--- src/hdl/ccu_pkg.sv ---
/*
  Shared types and constants of the code conversion unit.
  Assumes a single clock domain; operands are prepared by the sequencer.
*/
package ccu_pkg;

  // ----------------------------------------------------------------
  // Widths and limits
  // ----------------------------------------------------------------
  localparam int unsigned WORD_W   = 16;
  localparam int unsigned CHAR_W   = 8;
  localparam int unsigned MAX_CHAR = 16;
  localparam int unsigned NIB_W    = 4;
  localparam int unsigned DIGITS   = 4;
  localparam int unsigned CNT_W    = 5;
  localparam int unsigned TBL_W    = MAX_CHAR * CHAR_W;

  localparam logic [WORD_W-1:0] DEC_MAX   = 16'h270f;
  localparam logic [NIB_W-1:0]  DIGIT_MAX = 4'h9;
  localparam logic [NIB_W-1:0]  DD_ADD_AT = 4'h5;
  localparam logic [NIB_W-1:0]  DD_ADD    = 4'h3;
  localparam logic [WORD_W-1:0] DEC_TEN   = 16'h000a;
  localparam logic [CNT_W-1:0]  CNT_MAX   = 5'h10;

  // ----------------------------------------------------------------
  // Segment patterns, bit 0 is the top segment, bit 7 always clear
  // ----------------------------------------------------------------
  localparam logic [7:0] SEG_TBL [16] = '{
    8'h3f, 8'h06, 8'h5b, 8'h4f, 8'h66, 8'h6d, 8'h7d, 8'h27,
    8'h7f, 8'h6f, 8'h77, 8'h7c, 8'h39, 8'h5e, 8'h79, 8'h71
  };

  // ----------------------------------------------------------------
  // Functions and carriers
  // ----------------------------------------------------------------
  typedef enum logic [1:0] {
    CCU_FN_SEG  = 2'b00,
    CCU_FN_TEXT = 2'b01,
    CCU_FN_D2B  = 2'b10,
    CCU_FN_B2D  = 2'b11
  } ccu_fn_t;

  typedef struct packed {
    ccu_fn_t           fn;
    logic [WORD_W-1:0] src;
    logic [TBL_W-1:0]  text;
    logic [CNT_W-1:0]  char_cnt;
  } ccu_req_t;

  typedef struct packed {
    logic              out_flag;
    logic              fault_flag_bit;
    logic              dst_we;
    logic [WORD_W-1:0] dst_data;
    logic              tbl_we;
    logic [MAX_CHAR-1:0] tbl_be;
    logic [TBL_W-1:0]  tbl_data;
  } ccu_res_t;

endpackage

--- src/hdl/ccu_top.sv ---
/*
  Code conversion unit: segment decode, text to character codes,
  packed decimal to plain value and plain value to packed decimal.
  Assumes the request and condition come from logic on clk and that
  the sequencer applies dst and table writes to its register file.
*/
// What this block does
// - Segment decode: low nibble in, high byte zero
// - Digits 0-9 map to fixed segment patterns
// - Nibbles A-F map to patterns, bit 7 clear
// - Condition off: no action, output flag low
// - Up to 16 characters, one byte each, low first
// - Only converted bytes written, rest kept
// - Four packed decimal digits become plain value
// - Bad digit: no write, flag low, fault set
// - Value 0..9999 becomes four packed digits
// - Value out of range: no write, fault set
// - Fault stays set until explicitly cleared
`timescale 1ns/1ps
`default_nettype none

module ccu_top (
  // Clock and reset
  input  wire logic             clk,
  input  wire logic             rst_n,
  // Request from the sequencer
  input  wire logic             cond,
  input  wire ccu_pkg::ccu_req_t req,
  input  wire logic             fault_clr,
  // Results
  output var  ccu_pkg::ccu_res_t res
);

  // ----------------------------------------------------------------
  // Helpers
  // ----------------------------------------------------------------
  function automatic logic digits_ok(input logic [15:0] v);
    logic ok;
    ok = 1'b1;
    for (int i = 0; i < ccu_pkg::DIGITS; i++) begin
      if (v[i*ccu_pkg::NIB_W +: ccu_pkg::NIB_W] > ccu_pkg::DIGIT_MAX) begin
        ok = 1'b0;
      end
    end
    return ok;
  endfunction

  function automatic logic [15:0] digits_to_value(input logic [15:0] v);
    logic [15:0] acc;
    acc = '0;
    for (int i = ccu_pkg::DIGITS - 1; i >= 0; i--) begin
      acc = 16'(acc * ccu_pkg::DEC_TEN
                + 16'(v[i*ccu_pkg::NIB_W +: ccu_pkg::NIB_W]));
    end
    return acc;
  endfunction

  // Shift-and-add-three conversion
  function automatic logic [15:0] value_to_digits(input logic [15:0] v);
    logic [15:0] bcd;
    bcd = '0;
    for (int b = ccu_pkg::WORD_W - 1; b >= 0; b--) begin
      for (int d = 0; d < ccu_pkg::DIGITS; d++) begin
        if (bcd[d*ccu_pkg::NIB_W +: ccu_pkg::NIB_W] >= ccu_pkg::DD_ADD_AT)
        begin
          bcd[d*ccu_pkg::NIB_W +: ccu_pkg::NIB_W] =
            bcd[d*ccu_pkg::NIB_W +: ccu_pkg::NIB_W] + ccu_pkg::DD_ADD;
        end
      end
      bcd = {bcd[14:0], v[b]};
    end
    return bcd;
  endfunction

  function automatic logic [ccu_pkg::MAX_CHAR-1:0] byte_mask(
    input logic [ccu_pkg::CNT_W-1:0] n);
    logic [ccu_pkg::MAX_CHAR-1:0] m;
    m = '0;
    for (int i = 0; i < ccu_pkg::MAX_CHAR; i++) begin
      if (ccu_pkg::CNT_W'(i) < n) begin
        m[i] = 1'b1;
      end
    end
    return m;
  endfunction

  // ----------------------------------------------------------------
  // State
  // ----------------------------------------------------------------
  ccu_pkg::ccu_res_t st_r;
  ccu_pkg::ccu_res_t st_nxt;
  logic [ccu_pkg::CNT_W-1:0] cnt_lim;

  assign cnt_lim = (req.char_cnt > ccu_pkg::CNT_MAX) ? ccu_pkg::CNT_MAX
                                                     : req.char_cnt;

  always_comb begin
    st_nxt          = st_r;
    st_nxt.out_flag = 1'b0;
    st_nxt.dst_we   = 1'b0;
    st_nxt.tbl_we   = 1'b0;
    st_nxt.tbl_be   = '0;
    if (fault_clr) begin
      st_nxt.fault_flag_bit = 1'b0;
    end
    if (cond) begin
      case (req.fn)
        ccu_pkg::CCU_FN_SEG: begin
          st_nxt.dst_data = {8'h00,
                             ccu_pkg::SEG_TBL[req.src[3:0]]};
          st_nxt.dst_we   = 1'b1;
          st_nxt.out_flag = 1'b1;
        end
        ccu_pkg::CCU_FN_TEXT: begin
          st_nxt.tbl_data = req.text;
          st_nxt.tbl_be   = byte_mask(cnt_lim);
          st_nxt.tbl_we   = 1'b1;
          st_nxt.out_flag = 1'b1;
        end
        ccu_pkg::CCU_FN_D2B: begin
          if (digits_ok(req.src)) begin
            st_nxt.dst_data = digits_to_value(req.src);
            st_nxt.dst_we   = 1'b1;
            st_nxt.out_flag = 1'b1;
          end else begin
            st_nxt.fault_flag_bit = 1'b1;
          end
        end
        ccu_pkg::CCU_FN_B2D: begin
          // Unsigned compare also rejects negative values
          if (req.src <= ccu_pkg::DEC_MAX) begin
            st_nxt.dst_data = value_to_digits(req.src);
            st_nxt.dst_we   = 1'b1;
            st_nxt.out_flag = 1'b1;
          end else begin
            st_nxt.fault_flag_bit = 1'b1;
          end
        end
        default: begin
          st_nxt.out_flag = 1'b0;
        end
      endcase
    end
  end

  always_ff @(posedge clk) begin
    if (!rst_n) begin
      st_r <= '0;
    end else begin
      st_r <= st_nxt;
    end
  end

  assign res = st_r;

  logic past_ok;
  always_ff @(posedge clk) begin
    past_ok <= rst_n;
  end
endmodule

`default_nettype wire

--- config.mk ---
export PLATFORM = sky130hd
export DESIGN_NAME = ccu_top
export DESIGN_NICKNAME = d
export VERILOG_FILES = /design/src/hdl/ccu_pkg.sv /design/src/hdl/ccu_top.sv
export SDC_FILE = /design/constraint.sdc
export NUM_CORES = 1
export LEC_CHECK = 0
export BUFFER_PORTS_ARGS = -buffer_cell sky130_fd_sc_hd__buf_4
export CORE_UTILIZATION = 55
export DETAILED_ROUTE_END_ITERATION = 8
export PLACE_DENSITY = 0.8
export SLEW_MARGIN = 20
export SYNTH_ARGS = -nofsm -noshare
export SYNTH_HDL_FRONTEND = slang
export SYNTH_SLANG_ARGS = --single-unit
export TNS_END_PERCENT = 30
--- constraint.sdc ---
create_clock -name clk -period 15.76 [get_ports clk]
set_input_delay 1.576 -clock clk [delete_from_list [all_inputs] [get_ports clk]]
set_output_delay 1.576 -clock clk [all_outputs]
set_load 0.02 [all_outputs]
==> impl_results.md, run 1 <==
* Vias in the first global route at between 10000 and 15000
* Compound-cell area share of the yosys netlist at 0.3040
* Max Fclk at 69.55 MHz
* Hold WC Path Type: reg2reg
* Largest net degree at the start of global routing at 100
* Pre-Repair DR Iteration Count at 5
* Final Setup Violations at 0
* Antenna-violating nets left at 0
* Synth top area cells: dfxtp_1 (25%), nand2_1 (9.8%), ha_1 (8.6%)
* Synth Area in Simple Gates at 0.2192
* Post-synthesis sequential area ratio at 0.2513
* Row count at 56
* Number of synthesized flops with an enable pin at 0
* Syn nets at just under 2000
* Area leader, netlist: dfxtp_1
* Unrepaired setup endpoints after global routing: false
* Number of synthesized register bits at between 150 and 200
* Worst Tran Pin Value at roughly 1.1 ns
* Total grt overflow at 0
* GP Congestion at between 0.9 and 1
* Synth-to-layout area growth at 23.57%
* Post_cts resized at 0
* Die width at 156.1 um
* Post-Synth Adder-Cell Area at 0.09537
* Top-area cell type share of the netlist area at 0.2513
* Placeable Area at 23400 um^2
* IO Count at 319
* H-Tree Depth at 4
* Leading cell type by number of instances after synthesis: nand2_1
* Vias per std cell at 5.949
* Die area at 24380 um^2
* CP max stage delay at 0.57 ns
* Fin. max-slew vios at 0
* Clock period minus worst slack at 14.38 ns
* Num CTS Buffers at 17
* Outcome: complete, no violations
* Fraction of registers with async set/reset at 0
* Mean Syn Cell Area at slightly below 8 um^2
* CP Class: in2reg
* CP required at 16.06 ns
* NumNets Final at 2197
* CP Max Fanout at 18
* Setup TNS at 0 ns
* Most frequent CP cell: ha_1
* Clock Latency Late Sink at 0.43 ns
* Routed vias at 13560
* Distinct cells, synth at 111
* Drt total wl at between 40 and 50 mm
* Port-buffer cells at around 320
* Mux share of post-synthesis cell area at 0.02758
* Worst Clk Skew at 0 ns
* # hold bufs at CTS at 0
* Gr usage total at 0.3197
* Initial DRC Count at 1300
* CTS sink cnt at ~160
* Routed WL per cell at roughly 18 um
* Max cap viols at 0
* Slew HR at 0.2854
* Startpoint types: input port
* Largest family of logic cells by synthesized area: compound AO/OA/AOI/OAI gates
* Initial Util at 0.5583
* Layout cell share with drive strength beyond 1 at 0.2231
* CTS clock-pin slew for the worst setup and hold paths at roughly 0.060 ns
* Slowest CP cell: or4b_4
* Final Cycle Share at 0.9123
* Final Hold Fails at 0
* CTS tree: yes
* Initial antenna violation count at 1
* Die Span Y at roughly 160 um
* Max reg flops at 164
* Hpwl dp at roughly 31 mm
* Post-Syn Area at 13070 um^2
* First-pass GRT wire length at around 63 mm
* CTS root buffer: clkbuf_16
* Post-Synth XOR/XNOR Area at 0.04721
* Post-CTS Setup Bufs at 0
* Synth Flop Type: dfxtp_1
* Max clock buf depth at 2
* CP Capture Type: flip-flop
* Synthesis Warnings at 0
* Synthesized instance count at 1700
* DRC viols at 0
* Commonest cells in the netlist: nand2_1 (342), dfxtp_1 (164), a21boi_0 (130), ha_1 (90), a21oi_1 (83)
* CP arrival at 14.68 ns
layout by cell type, fill, tap and decap left out, drive strengths merged, types with 13 or more instances in the layout:
| cell type | Yosys | routed |
|---|---|---|
| a211oi | 18 | 18 |
| o21ai | 81 | 81 |
| a21o | 18 | 18 |
| nor2 | 79 | 79 |
| xor2 | 24 | 24 |
| mux2i | 22 | 22 |
| inv | 80 | 88 |
| nand4 | 13 | 13 |
| xnor2 | 42 | 42 |
| dfxtp | 164 | 164 |
| or3 | 16 | 16 |
| nand2b | 18 | 18 |
| buf | 18 | 326 |
| nor3 | 24 | 24 |
| or2 | 14 | 14 |
| nor2b | 15 | 15 |
| o211ai | 14 | 14 |
| ha | 90 | 90 |
| and2 | 17 | 17 |
| nand3 | 30 | 30 |
| clkbuf | 81 | 17 |
| and3 | 17 | 17 |
| a21boi | 132 | 132 |
| o21bai | 13 | 13 |
| a21oi | 85 | 85 |
| a31oi | 25 | 25 |
| nand2 | 342 | 342 |
final timing paths:
kind / startpoint / endpoint / slack, ns / depth (start not counted)
worst max register to register: res[157] / res[157] / 14.37 / 4
worst max-delay path: req[147] / res[157] / 1.38 / 61
worst min register to register: res[127] / res[127] / 0.46 / 2
worst min-delay path: res[127] / res[127] / 0.46 / 2
routing by layer:
| layer | track usage | share of wire | vias up |
|---|---|---|---|
| met5 | 0 | 0 | - |
| met4 | 0.1097 | 0.031 | 0 |
| met2 | 0.5497 | 0.48 | 546 |
| met3 | 0.04556 | 0.070 | 67 |
| met1 | 0.4069 | 0.42 | 6366 |
| li1 | - | - | 6579 |
cells by family (layout without fill, tap and decap cells):
group	after synthesis	count (layout)
and+or+nand+nor	621	621
AOI/OAI and AO/OA	537	537
buffers and inverters	182	441
DFF	164	164
adders and majority gates	96	96
xor gates and xnor gates	67	67
muxes	32	32
other	1	2
metrics by stage:
| stage | hold slack, ns | instances | worst slack, ns | area [um^2] | util |
|---|---|---|---|---|---|
| after floorplan | 0.5408 | 1700 | 2.762 | 13070 | - |
| after global placement | 0.4517 | 2246 | 1.959 | 15520 | 0.6630 |
| after detailed placement | 0.4579 | 2246 | 1.171 | 15520 | 0.6630 |
| after CTS | 0.4674 | 2278 | 1.613 | 16140 | 0.6898 |
| after global routing | 0.4902 | 2279 | 0.1695 | 16150 | 0.6899 |
| final | 0.4644 | 2279 | 1.383 | 16150 | 0.6899 |
final cells by class:
| cell class | count | area [um^2] |
|---|---|---|
| flip-flops and latches | 164 | 3283 |
| diodes | 1 | 2.502 |
| clock inverters | 15 | 201.4 |
| fillers | 1986 | 7257 |
| inverters | 83 | 312.8 |
| repair buffers | 326 | 2447 |
| multi-input cells | 1354 | 9074 |
| clock buffers | 17 | 425.4 |
| well taps | 319 | 399.1 |
worst max-delay path, delay by kind of cell:
family	cells	cell delay, ns
muxes	3	0.91
adders and majority gates	12	2.97
AOI/OAI and AO/OA	17	3.19
and+or+nand+nor	15	3.48
xor gates and xnor gates	4	1.42
buffers and inverters	10	1.14
Power of run 1 is not shown: default switching activity piles up to over one toggle a cycle in this logic, so the estimate is an artifact.
==> run 2: changes to the inputs <==
Clock period 15.76 ns to 17.2 ns, I/O delays scaled along.
==> impl_results.md, run 2 (synthesis gave the netlist of run 1 again) <==
* Final Setup Violations at 0 (unchanged)
* Layout cell share with drive strength beyond 1 at 0.2231 (unchanged)
* Final Hold Fails at 0 (unchanged)
* Setup TNS at 0 ns (unchanged)
* Vias in the first global route at 12110 (about the same)
* Placeable Area at 23400 um^2 (unchanged)
* Synth-to-layout area growth at 23.57% (unchanged)
* Clock Latency Late Sink at 0.42 ns (was 0.43 ns)
* Hpwl dp at 31.28 mm (was 30.97 mm)
* Die width at 156.1 um (unchanged)
* Drt total wl at 41.34 mm (was 40.89 mm)
* Initial Util at 0.5583 (unchanged)
* Max cap viols at 0 (unchanged)
* Die area at 24380 um^2 (unchanged)
* NumNets Final at 2197 (unchanged)
* CP required at 17.56 ns (was 16.06 ns)
* Die Span Y at 156.1 um (unchanged)
* Sequential cell area at 3283 um^2 (unchanged)
* Largest net degree at the start of global routing at 100 (unchanged)
* Commonest non-fill, non-tap cell in the layout: nand2_1 (unchanged)
* Hold path start: res[5] (was res[127])
* Initial antenna violation count at 2 (was 1)
* Post_cts resized at 0 (unchanged)
* R2R Setup Slk at 15.78 ns (was 14.37 ns)
* Num CTS Buffers at 17 (unchanged)
* Hold WC Path Type: reg2reg (unchanged)
* DRC viols at 0 (unchanged)
* Worst Tran Pin Value at 1.060 ns (was 1.070 ns)
* CP arrival at 14.76 ns (was 14.68 ns)
* Total grt overflow at 0 (unchanged)
* Post-CTS Setup Bufs at 0 (unchanged)
* CTS sink cnt at 164 (unchanged)
* R2r endpoint: res[157] (unchanged)
* Hold path depth at 2 (unchanged)
* CP Class: in2reg (unchanged)
* Row count at 56 (unchanged)
* Initial DRC Count at 1099 (was 1300)
* CTS clock-pin slew for the worst setup and hold paths at 0.07 ns (was 0.06 ns)
* H-Tree Depth at 4 (unchanged)
* GP Congestion at 0.9302 (was 0.9279)
* Most frequent CP cell: ha_1 (unchanged)
* Slowest CP cell: or4b_4 (unchanged)
* Most frequent cells in the layout: nand2_1 (342), buf_4 (326), dfxtp_1 (164) (unchanged)
* Pre-Repair DR Iteration Count at 5 (unchanged)
* # hold bufs at CTS at 0 (unchanged)
* Worst r2r path cells at 4 (unchanged)
* IO Count at 319 (unchanged)
* Worst Clk Skew at 0 ns (unchanged)
* Unrepaired setup endpoints after global routing: false (unchanged)
* Final worst slack at 2.797 ns (was 1.383 ns)
* Slew HR at 0.2919 (was 0.2854)
* Fin Hold WS at 0.4655 ns (was 0.4644 ns)
* Gr usage total at 0.3208 (was 0.3197)
* Outcome: complete, no violations (unchanged)
* Fin. max-slew vios at 0 (unchanged)
* Vias per std cell at 5.935 (was 5.949)
* Final Cycle Share at 0.8374
* Max reg flops at 164 (unchanged)
* Startpoint types: input port (unchanged)
* CP max stage delay at 0.56 ns (was 0.57 ns)
* Port-buffer cells at 318 (unchanged)
* Placed cells at 2246 (unchanged)
* CP Capture Type: flip-flop (unchanged)
* Max clock buf depth at 2 (unchanged)
* Antenna-violating nets left at 0 (unchanged)
* Routed vias at 13530 (was 13560)
* Worst R2R Start: res[157] (unchanged)
* CP Max Fanout at 18 (unchanged)
* CTS tree: yes (unchanged)
* Multi-input logic area at 9074 um^2 (unchanged)
* CTS root buffer: clkbuf_16 (unchanged)
* Fin cells at 2279 (unchanged)
* Clock period minus worst slack at 14.40 ns
* Filler cells at 1965 (was 1986)
* First-pass GRT wire length at 62.60 mm (was 62.51 mm)
* Max Fclk at 69.43 MHz
* Routed WL per cell at 18.14 um (was 17.94 um)
* DP Worst Slack at 2.531 ns (was 1.171 ns)
* Hold endpoint: res[5] (was res[127])
run 2: changes by cell type in the layout (fill, tap and decap cells not counted):
cell | before | now
clkinv_8 | 4 | 2
bufinv_16 | 1 | 2
clkbuf_8 | 0 | 1
clkinvlp_4 | 1 | 2
inv_12 | 1 | 0
inv_6 | 2 | 3
inv_8 | 5 | 4
run 2: how the worst max path moves through the flow:
stage | start | endpoint | slack [ns] | depth (start not counted)
floorplan | req[147] | res[157] | 4.06 | 63
global placement | req[147] | res[159] | 3.26 | 63
detailed placement | req[147] | res[159] | 2.53 | 63
CTS | req[147] | res[159] | 2.95 | 63
global route | req[147] | res[159] | 1.63 | 63
finish | req[147] | res[159] | 2.80 | 63
run 2: layout make-up:
| cell class | count | share of cell area |
|---|---|---|
| multi-input combinational | 1354 | 0.5620 |
| sequential | 164 | 0.2033 |
| timing repair buffer | 326 | 0.1516 |
| clock buffer | 18 | 0.02720 |
| tap | 319 | 0.02472 |
| inverter | 83 | 0.01937 |
| clock inverter | 14 | 0.01162 |
| antenna | 1 | 0.0001550 |
run 2: critical path: cells and delay by family:
| family | cells | cell delay (ns) |
|---|---|---|
| mux | 3 | 0.86 |
| compound gates | 19 | 3.42 |
| xor+xnor | 6 | 1.93 |
| buf+inv | 11 | 1.20 |
| simple gates | 13 | 2.84 |
| fa+ha+maj | 11 | 2.80 |
run 2: metrics by stage:
step	cell area, um^2	util
2_1_floorplan	13070	-
3_3_place_gp	15520	0.6630
3_5_place_dp	15520	0.6630
4_1_cts	16140	0.6898
5_1_grt	16150	0.6899
6_report	16150	0.6899
run 2: metal layers:
| layer | vias up | track usage | routed length, um |
|---|---|---|---|
| li1 | 6571 | - | - |
| met5 | - | 0 | 0 |
| met4 | 0 | 0.1391 | 1615 |
| met3 | 83 | 0.06111 | 3101 |
| met1 | 6324 | 0.3976 | 16990 |
| met2 | 548 | 0.5400 | 19620 |
Power of run 2 is left out for the same reason.
